===== config.mk =====
export PLATFORM = sky130hd
export DESIGN_NAME = instruction_prefetch_queue
export DESIGN_NICKNAME = d
export VERILOG_FILES = /design/src/prefetch_pkg.sv /design/src/byte_skid_if.sv /design/src/instruction_prefetch_queue.sv /design/src/skid_buffer.sv
export SDC_FILE = /design/constraint.sdc
export NUM_CORES = 1
export LEC_CHECK = 0
export BUFFER_PORTS_ARGS = -buffer_cell sky130_fd_sc_hd__buf_4
export CAP_MARGIN = 20
export CORE_MARGIN = 10
export CORE_UTILIZATION = 60
export DETAILED_ROUTE_END_ITERATION = 10
export PLACE_DENSITY_LB_ADDON = 0.12
export SLEW_MARGIN = 20
export SYNTH_ARGS = -nofsm -noshare
export SYNTH_HDL_FRONTEND = slang
export SYNTH_SLANG_ARGS = --single-unit

===== constraint.sdc =====
create_clock -name clk_sys_in -period 6.1 [get_ports clk_sys_in]
set_input_delay 0.305 -clock clk_sys_in [delete_from_list [all_inputs] [get_ports clk_sys_in]]
set_output_delay 0.305 -clock clk_sys_in [all_outputs]
set_load 0.05 [all_outputs]

===== src/prefetch_pkg.sv =====
/*
  Shared constants and types for the instruction prefetch queue and its
  bus interface side. Assumes a 16-bit data path and 20-bit physical addresses.
*/
package prefetch_pkg;
  localparam int QUEUE_BYTES = 6;
  localparam int ADDR_W = 20;
  localparam int OFFS_W = 16;
  localparam int SEG_SHIFT = 4;
  localparam int FETCH_ROOM = 2;
  localparam logic [15:0] RESET_SEG = 16'hFFFF;
  localparam logic [15:0] RESET_IP = 16'h0000;
  typedef enum logic [1:0] {
    bus_idle_type_s,
    bus_fetch_type_s,
    bus_read_type_s,
    bus_write_type_s
  } bus_state_type;
endpackage


===== src/byte_skid_if.sv =====
/*
  Interface carrying a valid/ready stream between the top module and its
  two-entry buffer. Assumes one clock shared by both sides.
*/
`timescale 1ns/1ps
interface byte_skid_if #(parameter int W = 16);
  logic in_valid;
  logic in_ready;
  logic [W-1:0] in_data;
  logic out_valid;
  logic out_ready;
  logic [W-1:0] out_data;
  modport buf_side (
    input in_valid, in_data, out_ready,
    output in_ready, out_valid, out_data
  );
  modport user_side (
    output in_valid, in_data, out_ready,
    input in_ready, out_valid, out_data
  );
endinterface


===== src/instruction_prefetch_queue.sv =====
/*
  Bus interface unit with six-byte instruction prefetch queue, serving an
  execution unit. Memory side is a simple request/acknowledge word port on
  the same clock; fetched words pass a two-entry buffer so a memory stall or a
  full queue loses no word.
*/
// Contract
// - Queue holds at most six instruction bytes and refuses more when full.
// - With room for two or more bytes, a word fetch is attempted.
// - Bytes leave in fetch order, one at a time on demand.
// - Into an empty queue, the first byte is available at once; here it reaches the output two edges after the buffer takes the word.
// - Bus side and execution side run concurrently and independently.
// - Bus side performs fetches, operand reads, writes, relocation, bus control.
// - Execution side gives unrelocated addresses; bus side relocates them.
// - Read operands go to execution side; results come back for storage.
`timescale 1ns/1ps
module instruction_prefetch_queue
  import prefetch_pkg::*;
#(
  parameter int DEPTH = QUEUE_BYTES
) (
  input wire logic clk_sys_in,
  input wire logic rst_b_in,
  // Execution unit side
  input wire logic byte_take_in,
  output logic byte_valid_out,
  output logic [7:0] byte_data_out,
  input wire logic branch_in,
  input wire logic [15:0] branch_seg_in,
  input wire logic [15:0] branch_ip_in,
  input wire logic op_req_in,
  input wire logic op_write_in,
  input wire logic [15:0] op_seg_in,
  input wire logic [15:0] op_offs_in,
  input wire logic [15:0] op_wdata_in,
  output logic op_done_out,
  output logic [15:0] op_rdata_out,
  // Memory bus side
  output logic mem_req_out,
  output logic mem_write_out,
  output logic [ADDR_W-1:0] mem_addr_out,
  output logic [15:0] mem_wdata_out,
  input wire logic mem_ack_in,
  input wire logic [15:0] mem_rdata_in
);
  localparam int CW = $clog2(DEPTH + 1);
  localparam int PW = $clog2(DEPTH);

  function automatic logic [ADDR_W-1:0] relocate(input logic [15:0] seg,
                                                 input logic [15:0] offs);
    relocate = ADDR_W'({seg, 4'h0}) + ADDR_W'(offs);
  endfunction

  function automatic logic [PW-1:0] ptr_inc(input logic [PW-1:0] p);
    ptr_inc = (p == PW'(DEPTH - 1)) ? '0 : p + PW'(1);
  endfunction

  bus_state_type state_r;
  logic [15:0] seg_r;
  logic [15:0] ip_r;
  logic [7:0] q_r [DEPTH];
  logic [PW-1:0] qwp_r;
  logic [PW-1:0] qrp_r;
  logic [CW-1:0] qcnt_r;
  logic [CW-1:0] inflight_r;
  logic drop_r;
  logic half_r;
  logic [7:0] out_byte_r;
  logic out_valid_r;
  logic op_done_r;
  logic [15:0] op_rdata_r;
  logic mem_req_r;
  logic mem_write_r;
  logic [ADDR_W-1:0] mem_addr_r;
  logic [15:0] mem_wdata_r;

  byte_skid_if #(.W(16)) skid ();
  skid_buffer #(.W(16)) u_skid (
    .clk_sys_in(clk_sys_in),
    .rst_b_in(rst_b_in),
    .flush_in(branch_in),
    .port(skid.buf_side)
  );

  // Fetch words land in the buffer; operand reads bypass it
  assign skid.in_valid = mem_ack_in && (state_r == bus_fetch_type_s) && !drop_r;
  assign skid.in_data = mem_rdata_in;

  // Byte stream: fill from buffer two bytes per word (low byte first)
  wire out_pop = out_valid_r && byte_take_in;
  wire q_empty = (qcnt_r == '0);
  wire [CW-1:0] q_space = CW'(DEPTH) - qcnt_r;
  wire load_word = skid.out_valid && (q_space >= CW'(FETCH_ROOM));
  assign skid.out_ready = load_word;
  wire out_room = !out_valid_r || out_pop;
  wire q_pop = out_room && !q_empty;
  wire [CW-1:0] occ = qcnt_r + CW'(out_valid_r) + inflight_r
                      + (skid.out_valid ? CW'(2) : '0);
  // Output byte counts as queued; limit form keeps the narrow sum from wrapping
  wire can_fetch = (occ <= CW'(DEPTH - FETCH_ROOM)) && !branch_in;
  wire [ADDR_W-1:0] fetch_addr = relocate(seg_r, ip_r);
  wire [ADDR_W-1:0] op_addr = relocate(op_seg_in, op_offs_in);

  // Byte queue storage, fed by words, drained one byte at a time
  always_ff @(posedge clk_sys_in or negedge rst_b_in) begin
    if (!rst_b_in) begin
      qwp_r <= '0;
      qrp_r <= '0;
      qcnt_r <= '0;
      out_valid_r <= 1'b0;
      out_byte_r <= 8'h00;
    end else if (branch_in) begin
      qwp_r <= '0;
      qrp_r <= '0;
      qcnt_r <= '0;
      out_valid_r <= 1'b0;
    end else begin
      if (load_word) begin
        q_r[qwp_r] <= skid.out_data[7:0];
        q_r[ptr_inc(qwp_r)] <= skid.out_data[15:8];
        qwp_r <= ptr_inc(ptr_inc(qwp_r));
      end
      if (q_pop) begin
        out_byte_r <= q_r[qrp_r];
        qrp_r <= ptr_inc(qrp_r);
      end
      // Empty queue: a buffered word loads on one edge, its first byte reaches the output stage the edge after
      if (q_pop) begin
        out_valid_r <= 1'b1;
      end else if (out_pop) begin
        out_valid_r <= 1'b0;
      end
      qcnt_r <= qcnt_r + (load_word ? CW'(2) : '0) - CW'(q_pop);
    end
  end

  // Bus sequencer: operands outrank prefetch, runs alongside execution
  always_ff @(posedge clk_sys_in or negedge rst_b_in) begin
    if (!rst_b_in) begin
      state_r <= bus_idle_type_s;
      seg_r <= RESET_SEG;
      ip_r <= RESET_IP;
      inflight_r <= '0;
      drop_r <= 1'b0;
      half_r <= 1'b0;
      mem_req_r <= 1'b0;
      mem_write_r <= 1'b0;
      mem_addr_r <= '0;
      mem_wdata_r <= 16'h0000;
      op_done_r <= 1'b0;
      op_rdata_r <= 16'h0000;
    end else begin
      op_done_r <= 1'b0;
      half_r <= 1'b0;
      if (branch_in) begin
        seg_r <= branch_seg_in;
        ip_r <= branch_ip_in;
        inflight_r <= '0;
        // Fetch on the bus still ends, its word discarded; a taken ack clears this
        if (state_r == bus_fetch_type_s) begin
          drop_r <= 1'b1;
        end
      end
      case (state_r)
        bus_idle_type_s: begin
          if (op_req_in && !op_done_r) begin
            mem_req_r <= 1'b1;
            mem_write_r <= op_write_in;
            mem_addr_r <= op_addr;
            mem_wdata_r <= op_wdata_in;
            state_r <= op_write_in ? bus_write_type_s : bus_read_type_s;
          end else if (can_fetch && skid.in_ready) begin
            mem_req_r <= 1'b1;
            mem_write_r <= 1'b0;
            mem_addr_r <= fetch_addr;
            inflight_r <= CW'(2);
            drop_r <= 1'b0;
            state_r <= bus_fetch_type_s;
          end
        end
        bus_fetch_type_s: begin
          if (mem_ack_in && (skid.in_ready || drop_r)) begin
            mem_req_r <= 1'b0;
            drop_r <= 1'b0;
            if (!branch_in) begin
              inflight_r <= '0;
              if (!drop_r) begin
                ip_r <= ip_r + 16'h0002;
              end
            end
            state_r <= bus_idle_type_s;
          end
        end
        bus_read_type_s, bus_write_type_s: begin
          if (mem_ack_in) begin
            mem_req_r <= 1'b0;
            mem_write_r <= 1'b0;
            op_done_r <= 1'b1;
            if (state_r == bus_read_type_s) begin
              op_rdata_r <= mem_rdata_in;
            end
            state_r <= bus_idle_type_s;
          end
        end
        default: begin
          state_r <= bus_idle_type_s;
        end
      endcase
    end
  end

  assign byte_valid_out = out_valid_r;
  assign byte_data_out = out_byte_r;
  assign op_done_out = op_done_r;
  assign op_rdata_out = op_rdata_r;
  assign mem_req_out = mem_req_r;
  assign mem_write_out = mem_write_r;
  assign mem_addr_out = mem_addr_r;
  assign mem_wdata_out = mem_wdata_r;
endmodule


===== src/skid_buffer.sv =====
/*
  Two-entry buffer with valid/ready on both sides; read data leave a register.
  Assumes a single clock and an active-low asynchronous reset.
*/
`timescale 1ns/1ps
module skid_buffer
  import prefetch_pkg::*;
#(
  parameter int W = 16
) (
  input wire logic clk_sys_in,
  input wire logic rst_b_in,
  input wire logic flush_in,
  byte_skid_if.buf_side port
);
  logic [W-1:0] mem_r [2];
  logic wp_r;
  logic rp_r;
  logic [1:0] cnt_r;
  wire push = port.in_valid && port.in_ready;
  wire pop = port.out_valid && port.out_ready;
  assign port.in_ready = (cnt_r != 2'h2);
  assign port.out_valid = (cnt_r != 2'h0);
  assign port.out_data = mem_r[rp_r];
  always_ff @(posedge clk_sys_in or negedge rst_b_in) begin
    if (!rst_b_in) begin
      wp_r <= 1'b0;
      rp_r <= 1'b0;
      cnt_r <= 2'h0;
    end else if (flush_in) begin
      wp_r <= 1'b0;
      rp_r <= 1'b0;
      cnt_r <= 2'h0;
    end else begin
      wp_r <= wp_r ^ push;
      rp_r <= rp_r ^ pop;
      cnt_r <= cnt_r + {1'b0, push} - {1'b0, pop};
    end
  end
  always_ff @(posedge clk_sys_in) begin
    if (push) begin
      mem_r[wp_r] <= port.in_data;
    end
  end
endmodule

# Yosys cells after proc, flatten, opt, wreduce, memory -nomap -nowiden

Memories as Yosys holds them, arrays and structs flattened. A register that Yosys moved wholly into a read port is not among the register bits.
Cells that the tools add are included.

Divide/modulo/power cells: 0
Multiply operators: 0
Multiplexer cells: 56
$add $sub $neg: 14
Shift operators: 0
Magnitude comparators: 2
Equality and inequality tests: 10
Reductions and logical operators: 35
Bitwise logic cells: 3

Operator list:

| kind                  | number |
|---|---|
| $mux 16               | 5 |
| $add 20x16->20        | 2 |
| $mux 20               | 2 |
| $mux 3                | 13 |
| $mux 1                | 24 |
| $add 16x2->16 const B | 1 |
| $mux 2                | 7 |
| $logic_and 1x1->1     | 12 |
| $reduce_bool 2->1     | 5 |
| $add 3x1->3 const B   | 3 |
| $eq 3x3->1 const B    | 3 |
| $reduce_and 3->1      | 3 |
| $add 3x2->3           | 2 |
| $logic_not 1->1       | 6 |
| $pmux 2 s3            | 1 |
| $pmux 3 s2            | 1 |
| $reduce_and 2->1      | 3 |
| $eq 2x2->1 const B    | 2 |
| $ne 2x2->1 const B    | 2 |
| $pmux 1 s2            | 2 |
| $add 3x1->3           | 1 |
| $add 3x3->3           | 1 |
| $ge 3x2->1 const B    | 1 |
| $le 3x3->1 const B    | 1 |
| other kinds (15)      | 17 |

Bits in latches: 0
Bits in read-only memories: 0
Output and inout bits: 64
Bits of input ports: 103
Memories: 2
Register bits: 107
Bits in writable memories: 80
Logic and storage cells: 140

Memories:

| memory       | words | width | rd ports | clocked after Yosys merged registers in | write ports | RTL line                         | text |
|---|---|---|---|---|---|---|---|
| q_r          | 6     | 8     | 1        | 1                                       | 2           | instruction_prefetch_queue.sv:61 | `logic [7:0] q_r [DEPTH];` |
| u_skid.mem_r | 2     | 16    | 1        | 0                                       | 1           | skid_buffer.sv:16                | `logic [W-1:0] mem_r [2];` |

# Longest topological paths before layout

Gate-level depths: netlist (run 1).

Depth in word-level cells: 9
Depth in mapped cells: 11

# By module

A second synthesis (run 1) with hierarchy kept.

Cell total of the unflattened synthesis: 802
Area total of the unflattened synthesis: 9895.7 um^2

Modules (own cells, without submodules):

| module                     | area each (um^2) | times used | cells each |
|---|---|---|---|
| instruction_prefetch_queue | 8483.1           | 1          | 730 |
| skid_buffer                | 1412.6           | 1          | 72 |

# Least setup slack after synthesis (run 1)

Ideal clock, no wire load.

Path type: register -> register
From: reg u_skid.cnt_r[1]
To: reg mem_addr_r[17], in the netlist mem_addr_out[17]
Buffers on the path: 1
Period minus slack after synthesis: 2.589 ns
Required time: 5.982 ns
Cell stages (with the launch flop): 12
Setup slack: 3.511 ns
Arrival: 2.471 ns
Setup time: 0.118 ns
Cells stage by stage: dfrtp_1 nor2_1 fa_1 inv_1 ha_1 xor2_1 xnor2_1 o221ai_1 buf_2 a222oi_1 o21ai_1 a21o_1

Cells in the longest elaborated chain, start to end: 8

Ends and longest elaborated chain:

| element                              | RTL line                          | text |
|---|---|---|
| start: declaration                   | skid_buffer.sv:19                 | `logic [1:0] cnt_r;` |
| start signal: assignment             | skid_buffer.sv:37                 | `cnt_r <= cnt_r + {1'b0, push} - {1'b0, pop};` |
| $reduce_bool 2->1                    | skid_buffer.sv:23                 | `assign port.out_valid = (cnt_r != 2'h0);` |
| $mux 2                               | instruction_prefetch_queue.sv:98  | `+ (skid.out_valid ? CW'(2) : '0);` |
| $add 3x2->3                          | instruction_prefetch_queue.sv:98  |  |
| $le 3x3->1                           | instruction_prefetch_queue.sv:100 | `wire can_fetch = (occ <= CW'(DEPTH - FETCH_ROOM)) && !branch_in;` |
| $logic_and 1x1->1                    | instruction_prefetch_queue.sv:100 |  |
| $logic_and 1x1->1 *                  | instruction_prefetch_queue.sv:172 | `end else if (can_fetch && skid.in_ready) begin` |
| $reduce_bool 2->1 (no source line) * | n/a                               |  |
| $reduce_and 2->1 (no source line) *  | n/a                               |  |
| end signal: assignment               | instruction_prefetch_queue.sv:169 | `mem_addr_r <= op_addr;` |
| end signal: assignment               | instruction_prefetch_queue.sv:175 | `mem_addr_r <= fetch_addr;` |
| end: declaration                     | instruction_prefetch_queue.sv:74  | `logic [ADDR_W-1:0] mem_addr_r;` |

Every way passes the cells marked *; elsewhere a longest branch is shown, timed or not.
A chain may end at the register's enable or synchronous reset.

# Final worst setup path (run 1)

Ends and elaborated chain as after synthesis.

==> results of run 1 <==
## through the flow
step	total power, W	utilization (%)	hold WS, ns	setup WS [ns]	instances
floorplan	0.003622	-	0.009409	3.511	826
global placement	0.004271	70.18	0.3019	2.774	1176
detailed placement	0.004331	70.18	0.3036	2.645	1176
CTS	0.005499	74.15	0.04202	2.591	1209
global route	0.005768	74.15	0.04460	2.270	1209
finish	0.005465	74.15	0.05049	2.572	1209
## metal layers
metal  up-vias  global-route usage, %  part of all wire, %
li1       3262                      -                    -
met1      3201                  26.47                   46
met2       188                  31.76                   46
met3        31                  6.136                  7.0
met4         0                  6.145                  1.9
met5         -                      0                    0
## cell families (layout without fill, tap and decap cells)
group | Yosys count | count (layout)
buffers and inverters | 63 | 230
xor gates and xnor gates | 44 | 44
and+or+nand+nor | 230 | 230
muxes | 129 | 129
adders and majority gates | 39 | 39
DFF | 195 | 195
AOI/OAI and AO/OA | 126 | 126
## report_power, final
part	internal, W	switching [W]
sequential	0.00171	0.000240
clock	0.000584	0.000568
combinational	0.000843	0.00152
## tightest hold or removal path: cells and delay by family
kind | cells | cell delay (ns)
buffers and inverters | 1 | 0.07
and+or+nand+nor | 2 | 0.09
## cell type report
class	instances	area (sq um)
Clock inverter	14	172.7
Fill cell	1129	4121
Multi-Input combinational cell	568	4237
Clock buffer	18	450.4
Sequential cell	195	5300
Timing Repair Buffer	172	1294
Tap cell	216	270.3
Inverter	26	97.59
## sequential cells by signal (all words and copies together) (netlist names), 2 cells and up
register	flops
mem_wdata_out	16
inflight_r	3
mem_addr_out	20
qcnt_r	3
u_skid.cnt_r	2
op_rdata_out	16
byte_data_out	8
qwp_r	3
q_r	48
state_r	2
ip_r	16
qrp_r	3
u_skid.mem_r	32
seg_r	16
## final timing paths
path | startpoint | endpoint | slack, ns | cells after the start
min reg2reg | mem_wdata_out[9]$_DFFE_PN0P_ | mem_wdata_out[9]$_DFFE_PN0P_ | 0.48 | 2
max reg2reg | u_skid.cnt_r[1]$_DFF_PN0_ | mem_addr_out[17]$_DFFE_PN0P_ | 2.57 | 12
min in group asynchronous | rst_b_in | mem_addr_out[3]$_DFFE_PN0P_ | 0.36 | 2
max | u_skid.cnt_r[1]$_DFF_PN0_ | mem_addr_out[17]$_DFFE_PN0P_ | 2.57 | 12
max in group asynchronous | rst_b_in | inflight_r[0]$_DFF_PN0_ | 4.22 | 4
min | op_wdata_in[1] | mem_wdata_out[1]$_DFFE_PN0P_ | 0.05 | 3
## layout by cell type, fill, tap and decap left out, types with 3 or more instances in the layout
| master | instances |
|---|---|
| ha_1 | 35 |
| nor3_1 | 11 |
| inv_8 | 6 |
| o21a_1 | 6 |
| a31oi_1 | 6 |
| clkinv_8 | 4 |
| a21oi_1 | 37 |
| nor2_1 | 43 |
| dfstp_2 | 16 |
| o2111ai_1 | 4 |
| dfrtp_1 | 99 |
| buf_4 | 171 |
| nor3_2 | 3 |
| o21ai_0 | 37 |
| xor2_1 | 19 |
| mux2i_1 | 81 |
| a211oi_1 | 3 |
| nand4_1 | 9 |
| nand3_1 | 10 |
| or2_2 | 3 |
| o31ai_1 | 3 |
| mux4_2 | 8 |
| o211ai_1 | 3 |
| a21o_1 | 4 |
| mux2_2 | 40 |
| inv_1 | 24 |
| clkbuf_16 | 18 |
| and3_1 | 4 |
| nand2_1 | 106 |
| xnor2_1 | 25 |
| fa_1 | 4 |
| nand2b_1 | 11 |
| o21ai_1 | 6 |
| nor2b_1 | 14 |
| edfxtp_1 | 80 |
## timing repair
item | 4_1_cts | 5_1_grt
setup endpoints to repair | 0 | 0
hold buffers | 1 | 0
endpoints found under the hold margin | 31 | 0
==> run summary, run 1 <==
status = completed
Max Slew Vio Count = 0
largest net degree at the start of global routing = 73
worst-path fanout max = 23
element type at the critical path end = register
Fin Setup TNS = 0 ns
Max-Slew Margin vs Limit = 35.61%
Synth top area share = 25.25%
IO buf count = 166
first-pass GRT wire length = 35,840 microns
compound-cell area share of the yosys netlist = 7.983%
synth warn = 0
GRT overflow = 0
Fin. Hold Viols = 0
Buf/Inv on CP = 2
Setup crit start kind = register
CTS tree = built
largest family of logic cells by synthesized area = multiplexers
DP Area = 11,190 sq um
worst vdd rail ir drop = 0.0003310 V
multiplexer share of the synthesized area = 14.69%
Placer Congestion = 0.8536
Die ar. = 21,870 sq um
CP Class = reg2reg
WL per Instance = 18.09 microns
Setup Fix Bufs, Post-CTS = 0
kind of cell adding the most delay to the critical path = compound AO/OA/AOI/OAI gates
fmax = 0.2834 GHz
syn_area_per_cell = 11.88 sq um
worst clock skew = 0.01509 ns
Slew @ Worst Pin = 0.9658 ns
Commonest cells post-synth = nand2_1, dfrtp_1, mux2i_1
CTS HTree Levels = 4
EDFF count, synth = 80
Die Width = 147.9 microns
Critical Path AT = 3.86 ns
Lkg Pwr = 5.169 nW
gr usage total = 20.24%
post-detail-place hpwl = 16,140 microns
wirelength, routed = 21,870 microns
DR iter-0 viols = 397
Post-Synth Simple-Gate Area = 11.18%
drt drc = 0
clk root buf = clkbuf_16
Top FF cell, synth = dfrtp_1
leading area contributor after synthesis = dfrtp_1
sequential share of the synthesized area = 54.02%
Die Height = 147.9 microns
net count after synthesis = 968
# diodes = 0
Unique masters post-synth = 64
post-cts resize count = 0
post-synthesis adder-cell area fraction = 5.279%
row count = 46
Cell Area, Synth = 9812 sq um
Tmin final = 3.528 ns
core area = 15,940 sq um
nets@finish = 1,122
final setup vio count = 0
IO Count = 167
CTS sink cnt = 195
vias in the first global route = 6,939
FFs w/ async S/R, synth = 58.97%
clock-pin transition on the worst setup and hold timing paths = 0.08 ns
slowest stage delay, CP = 0.69 ns
count leader, synth = nand2_1
Cell Chain, Critical Path = nor2_1 > fa_1 > inv_1 > ha_1 > xor2_1 > xnor2_1 > o221ai_2 > buf_4 > nor2_1 > a222oi_1 > o21ai_1 > a21o_1
Antenna Violating Nets Remaining = 0
Hold WC Path Type = in2reg
CP most frequent cell = nor2_1
cell count after synthesis = 826
Synth Area in XOR/XNOR = 3.928%
post-route clock period utilization = 57.84%
initial antenna violation count = 0
Via Count = 6,682
Layout area overhead = 20.48%
Pwr per Cell Area = 462.3 nW/um^2
share of layout cells above drive strength 1 = 28.70%
Slowest-stage cell, CP = o221ai_2
Starting Density = 61.54%
clock buffer depth = 2
maxcap violations = 0
Skew-Pair Late Insertion Delay = 0.44 ns
RSZ-0062 raised after global routing = no
Seq cells post-synth = 195
routed vias/inst = 5.527
Area contributors post-synth = dfrtp_1, edfxtp_1, mux2i_1
CP required = 6.44 ns
finished layout cell area = 11,820 sq um
DR pass1 iterations = 5
CTS buffer count = 17
(Power assumes the default switching activity.)
==> run 2, diff against run 1 <==
--- a/config.mk
+++ b/config.mk
@@ -8,7 +8,7 @@
 export BUFFER_PORTS_ARGS = -buffer_cell sky130_fd_sc_hd__buf_4
 export CAP_MARGIN = 20
 export CORE_MARGIN = 10
-export CORE_UTILIZATION = 60
+export CORE_UTILIZATION = 51
 export DETAILED_ROUTE_END_ITERATION = 10
 export PLACE_DENSITY_LB_ADDON = 0.12
 export SLEW_MARGIN = 20
==> constraint.sdc (replaced) <==
create_clock -name clk_sys_in -period 2.9 [get_ports clk_sys_in]
set_input_delay 0.145 -clock clk_sys_in [delete_from_list [all_inputs] [get_ports clk_sys_in]]
set_output_delay 0.145 -clock clk_sys_in [all_outputs]
set_load 0.05 [all_outputs]
==> run 2 against run 1 <==
  * Sequential power rose by 110%
  * Register-to-register slack got worse by 2.4 ns
  * Routed wire length rose by 8.4%
  * Critical path depth fell by 2
  * Utilization fell by 6.4 points
  * Hold slack got worse by 0.032 ns
  * Largest power group unchanged
  * Total power rose by 110%
  * Non-clock buffer count rose by 89
  * Largest cell class unchanged
  * Combinational power rose by 120%
  * Die area rose by 15%
  * Global-route usage fell by 1.7 points
==> run summary, run 2 (synthesized netlist as in run 1, its figures left out) <==
status = completed
Die Height = 158.7 microns (+7.3%)
Slew @ Worst Pin = 0.7951 ns (-0.1707 ns)
worst-path fanout max = 3 (-87%)
Via Count = 6,983 (+4.5%)
Cell Chain, Critical Path = ha_1 > inv_1 > fa_1 > nand2b_1 > a21oi_2 > o2111ai_1 > a31oi_2 > nand3_1 > xor2_1 > a221oi_2
worst vdd rail ir drop = 0.0007934 V (+140%)
worst clock skew = 0.01407 ns (-0.001014 ns)
CTS tree = built
Worst Setup EP = mem_addr_out[18]$_DFFE_PN0P_
routed vias/inst = 5.203 (-5.9%)
IO Count = 167 (unchanged)
Hold WC Path Type = in2reg
clock-pin transition on the worst setup and hold timing paths = 0.08 ns (about the same)
Die ar. = 25,190 sq um (+15%)
Largest Register = q_r
final core utilization = 67.75% (-6.4 points)
row count = 50 (+8.7%)
worst reg2reg path depth = 10 (-2)
Tmin final = 2.695 ns (-0.8327 ns)
initial antenna violation count = 0 (unchanged)
IO buf count = 166 (unchanged)
CTS buffer count = 17 (unchanged)
CTS HTree Levels = 4 (unchanged)
# placed instances = 1,237 (+5.2%)
Layout area overhead = 30.02%
wirelength, routed = 23,720 microns (+8.4%)
reg-to-reg endpoint = mem_addr_out[18]$_DFFE_PN0P_
Die Width = 158.7 microns (+7.3%)
# diodes = 0 (unchanged)
fin worst setup slack = 0.2046 ns (-2.367 ns)
post-route non-filler standard cell count = 1,342 (+11%)
nets@finish = 1,211 (+7.9%)
max FFs per register = 48 (unchanged)
first-pass GRT wire length = 38,410 microns (+7.2%)
FF-to-FF Start = seg_r[0]$_DFFE_PN1P_
Lkg Pwr = 5.575 nW (+7.9%)
Fin Setup TNS = 0 ns (unchanged)
final setup vio count = 0 (unchanged)
Max Slew Vio Count = 0 (unchanged)
Skew-Pair Late Insertion Delay = 0.44 ns (about the same)
CP required = 3.25 ns (-3.19 ns)
Starting Density = 52.11% (-9.4 points)
core area = 18,830 sq um (+18%)
commonest non-fill, non-tap cell in the layout = buf_4
maxcap violations = 0 (unchanged)
Antenna Violating Nets Remaining = 0 (unchanged)
share of layout cells above drive strength 1 = 28.56% (-0.14 points)
clock buffer depth = 2 (unchanged)
Place WS = 0.1276 ns (-2.517 ns)
fmax = 0.3710 GHz (+31%)
GRT overflow = 0 (unchanged)
CP Class = reg2reg
Max-Slew Margin vs Limit = 46.99% (+11 points)
reg-to-reg setup timing slack = 0.20 ns (-2.37 ns)
Pwr per Cell Area = 918.6 nW/um^2 (+99%)
element type at the critical path end = register
post-route clock period utilization = 92.94% (+35 points)
Fin. Hold Viols = 0 (unchanged)
gr usage total = 18.51% (-1.7 points)
Placer Congestion = 0.8286 (-2.9%)
Critical Path AT = 3.04 ns (-0.82 ns)
DR pass1 iterations = 5 (unchanged)
vias in the first global route = 7,122 (+2.6%)
critical path launch point = seg_r[0]$_DFFE_PN1P_
largest net degree at the start of global routing = 54 (-26%)
WL per Instance = 17.67 microns (-2.3%)
Slowest-stage cell, CP = dfstp_2
drt drc = 0 (unchanged)
commonest cells after routing, fill and taps aside = buf_4, nand2_1, dfrtp_1
RSZ-0062 raised after global routing = no
CTS sink cnt = 195 (unchanged)
clk root buf = clkbuf_16
slowest stage delay, CP = 0.53 ns (-0.16 ns)
post-detail-place hpwl = 17,210 microns (+6.6%)
Setup crit start kind = register
DR iter-0 viols = 427 (+7.6%)
[run 2: changes by cell type in the layout (fill, tap and decap cells not counted), sizes merged]
cell	previous run	this run
dlygate4sd3	1	69
inv	34	30
clkinvlp	2	0
clkinv	4	10
buf	171	192
[run 2: per-stage QoR]
step	hold WS (ns)	instance area (sq um)	total power, W
finish	0.01847	12760	0.01172
global route	0.02319	12760	0.01236
CTS	0.005344	12710	0.01174
detailed placement	0.05975	11370	0.009195
global placement	0.05436	11370	0.009094
floorplan	-0.1506	9812	0.007618
[run 2: per-layer routing]
metal | track usage, % | routed length (microns) | up-vias
li1 | - | - | 3453
met1 | 25.46 | 11050 | 3327
met2 | 27.57 | 10760 | 191
met3 | 6.429 | 1736 | 12
met4 | 4.082 | 168 | 0
met5 | 0 | 0 | -
[run 2: power breakdown]
| part | switching [W] | internal, W |
|---|---|---|
| clock network | 0.00122 | 0.00124 |
| registers | 0.000463 | 0.00360 |
| logic | 0.00330 | 0.00190 |
| total | 0.00498 | 0.00674 |
[run 2: final cells by class]
cell class                      count  area (sq um)
Clock buffer                       18         450.4
Clock inverter                     14         200.2
Fill cell                        1416          6073
Inverter                           26         97.59
Multi-Input combinational cell    568          4252
Sequential cell                   195          5300
Tap cell                          260         325.3
Timing Repair Buffer              261          2132
[run 2: critical path, delay by kind of cell (launching register included)]
| family | cells | cell delay (ns) |
|---|---|---|
| XOR/XNOR | 1 | 0.17 |
| AND/OR/NAND/NOR | 2 | 0.33 |
| AO/OA/AOI/OAI | 4 | 0.96 |
| adder cells (fa/ha/maj) | 2 | 0.57 |
| buffers and inverters | 1 | 0.06 |
| flip-flops | 1 | 0.53 |
[run 2: what timing repair did]
item,4_1_cts,5_1_grt
endpoints found under the setup margin,0,3
buffers inserted,0,4
resized for setup,0,2
hold endpoints to repair,118,0
hold buffers,69,0
[run 2: how the worst min path moves through the flow]
stage / startpoint / end / slack [ns] / cells past startpoint
2_1_floorplan: rst_b_in / byte_data_out[0]$_DFFE_PN0P_ / -0.15 / 0
3_3_place_gp: rst_b_in / ip_r[8]$_DFF_PN0_ / 0.05 / 1
3_5_place_dp: rst_b_in / ip_r[8]$_DFF_PN0_ / 0.06 / 1
4_1_cts: op_offs_in[0] / mem_addr_out[0]$_DFFE_PN0P_ / 0.005 / 3
5_1_grt: op_offs_in[0] / mem_addr_out[0]$_DFFE_PN0P_ / 0.02 / 3
6_report: op_offs_in[0] / mem_addr_out[0]$_DFFE_PN0P_ / 0.02 / 3
==> run 3, diff against run 2 <==
--- a/config.mk
+++ b/config.mk
@@ -8,9 +8,10 @@
 export BUFFER_PORTS_ARGS = -buffer_cell sky130_fd_sc_hd__buf_4
 export CAP_MARGIN = 20
 export CORE_MARGIN = 10
-export CORE_UTILIZATION = 51
+export CORE_UTILIZATION = 60
 export DETAILED_ROUTE_END_ITERATION = 10
 export PLACE_DENSITY_LB_ADDON = 0.12
+export SETUP_SLACK_MARGIN = 0.3
 export SLEW_MARGIN = 20
 export SYNTH_ARGS = -nofsm -noshare
 export SYNTH_HDL_FRONTEND = slang
==> constraint.sdc (replaced) <==
create_clock -name clk_sys_in -period 3.2 [get_ports clk_sys_in]
set_input_delay 0.16 -clock clk_sys_in [delete_from_list [all_inputs] [get_ports clk_sys_in]]
set_output_delay 0.16 -clock clk_sys_in [all_outputs]
set_load 0.05 [all_outputs]
==> run 3 against run 2 <==
  * Final cell count is 4.1% lower
  * First-iteration DRC count shrank 1.6%
  * Global-route usage up 2.9 points
  * Sequential cell count stayed put
  * Largest power group unchanged
  * Via count grew 1.1%
==> run summary, run 3 (synthesized netlist as in run 1, its figures left out) <==
nets@finish = 1,200 (-0.91%)
DR pass1 iterations = 5 (unchanged)
initial antenna violation count = 0 (unchanged)
finished layout cell area = 12,550 sq um (-1.6%)
Antenna Violating Nets Remaining = 0 (unchanged)
hold slack final = 0.03048 ns (+0.01201 ns)
CP Class = reg2reg
Starting Density = 61.54% (+9.4 points)
Critical Path AT = 3.03 ns (about the same)
IO Count = 167 (unchanged)
CP required = 3.54 ns (+0.29 ns)
commonest cells after routing, fill and taps aside = buf_4, nand2_1, dfrtp_1
CTS buffer count = 17 (unchanged)
Die Height = 147.9 microns (-6.8%)
maxcap violations = 0 (unchanged)
WL per Instance = 17.98 microns (+1.8%)
Via Count = 7,057 (+1.1%)
share of layout cells above drive strength 1 = 27.82% (-0.73 points)
Sequential Area = 5300 sq um (unchanged)
worst vdd rail ir drop = 0.0006645 V (-16%)
Placer Congestion = 0.9124 (+10%)
post-detail-place hpwl = 16,320 microns (-5.2%)
status = completed
clock buffer depth = 2 (unchanged)
core area = 15,940 sq um (-15%)
RSZ-0062 raised after global routing = no
CTS sink cnt = 195 (unchanged)
DR iter-0 viols = 420 (-1.6%)
DP Area = 11,260 sq um (-1.0%)
post-route clock period utilization = 83.87% (-9.1 points)
Cell Chain, Critical Path = nor2_2 > fa_1 > inv_1 > ha_1 > xor2_1 > xnor2_1 > o221ai_2 > buf_4 > a222oi_1 > o21ai_1 > a21o_1
row count = 46 (-8.0%)
CTS HTree Levels = 4 (unchanged)
Slowest-stage cell, CP = fa_1
wirelength, routed = 23,150 microns (-2.4%)
power consumption = 0.01041 W (-11%)
Fin Setup TNS = 0 ns (unchanged)
max FFs per register = 48 (unchanged)
Hold WC Path Type = in2reg
clock-pin transition on the worst setup and hold timing paths = 0.08 ns (about the same)
routed vias/inst = 5.483 (+5.4%)
Pwr per Cell Area = 830.0 nW/um^2 (-9.7%)
drt drc = 0 (unchanged)
Max Slew Vio Count = 0 (unchanged)
gr usage total = 21.42% (+2.9 points)
fill count = 978 (-31%)
Die Width = 147.9 microns (-6.8%)
IO buf count = 166 (unchanged)
largest net degree at the start of global routing = 73 (+35%)
Largest Register = q_r
Setup crit start kind = register
CTS tree = built
Multi-input gate area = 4245 sq um (-0.15%)
final setup vio count = 0 (unchanged)
final core utilization = 78.71% (+11 points)
Slew @ Worst Pin = 0.9371 ns (+0.1420 ns)
fmax = 0.3726 GHz (+0.43%)
worst clock skew = 0.01159 ns (-0.002483 ns)
Die ar. = 21,870 sq um (-13%)
Skew-Pair Late Insertion Delay = 0.44 ns (about the same)
Tmin final = 2.684 ns (-0.01149 ns)
Layout area overhead = 27.89%
Lkg Pwr = 5.487 nW (-1.6%)
commonest non-fill, non-tap cell in the layout = buf_4
GRT overflow = 0 (unchanged)
slowest stage delay, CP = 0.44 ns (-0.09 ns)
vias in the first global route = 7,170 (+0.67%)
Max-Slew Margin vs Limit = 37.53% (-9.5 points)
element type at the critical path end = register
worst-path fanout max = 7 (+4)
clk root buf = clkbuf_16
first-pass GRT wire length = 37,810 microns (-1.6%)
# diodes = 0 (unchanged)
Fin. Hold Viols = 0 (unchanged)
==> run 3: layout make-up <==
cell class	instances	area share (%)
clock inverter	15	1.296
inverter	26	0.7777
tap	216	2.154
sequential	195	42.24
timing repair buffer	250	16.31
multi-input combinational	568	33.83
clock buffer	17	3.390
==> run 3: worst max-delay path: cells and delay by family, from the launching register on <==
kind	cells	cell delay (ns)
xor+xnor	2	0.34
fa+ha+maj	2	0.59
compound gates	4	0.78
flops	1	0.43
buf+inv	2	0.24
simple gates	1	0.21
==> run 3: where the power goes <==
part	switching (W)	internal [W]
clock network	0.00104	0.00105
registers	0.000442	0.00327
logic	0.00293	0.00170
total	0.00440	0.00601
==> run 3: metal layers <==
layer | global-route usage [%] | up-vias | routed length [microns]
li1 | - | 3421 | -
met1 | 27.80 | 3381 | 10270
met2 | 34.22 | 222 | 10930
met3 | 6.532 | 33 | 1607
met4 | 5.699 | 0 | 343
met5 | 0 | - | 0
==> run 3: metrics by stage <==
step | cells | setup WS, ns
after floorplan | 826 | 0.6111
after global placement | 1185 | 0.5066
after detailed placement | 1185 | 0.4685
after CTS | 1285 | 0.4448
after global routing | 1287 | 0.3225
final | 1287 | 0.5161
==> run 3: final timing paths <==
path	start	to	slack [ns]	cells past startpoint
max	u_skid.cnt_r[1]$_DFF_PN0_	mem_addr_out[17]$_DFFE_PN0P_	0.52	11
min	op_offs_in[3]	mem_addr_out[3]$_DFFE_PN0P_	0.03	3
max reg2reg	u_skid.cnt_r[1]$_DFF_PN0_	mem_addr_out[17]$_DFFE_PN0P_	0.52	11
min reg2reg	mem_wdata_out[14]$_DFFE_PN0P_	mem_wdata_out[14]$_DFFE_PN0P_	0.48	2
max in group asynchronous	rst_b_in	op_rdata_out[11]$_DFFE_PN0P_	1.44	4
min in group asynchronous	rst_b_in	qwp_r[2]$_DFFE_PN0P_	0.53	3
==> run 3: repair_timing <==
action                                 CTS  global route
gates resized for setup                  0             2
setup endpoints to repair                0             2
hold buffers                            68             0
buffers inserted                         0             2
endpoints found under the hold margin  146             0
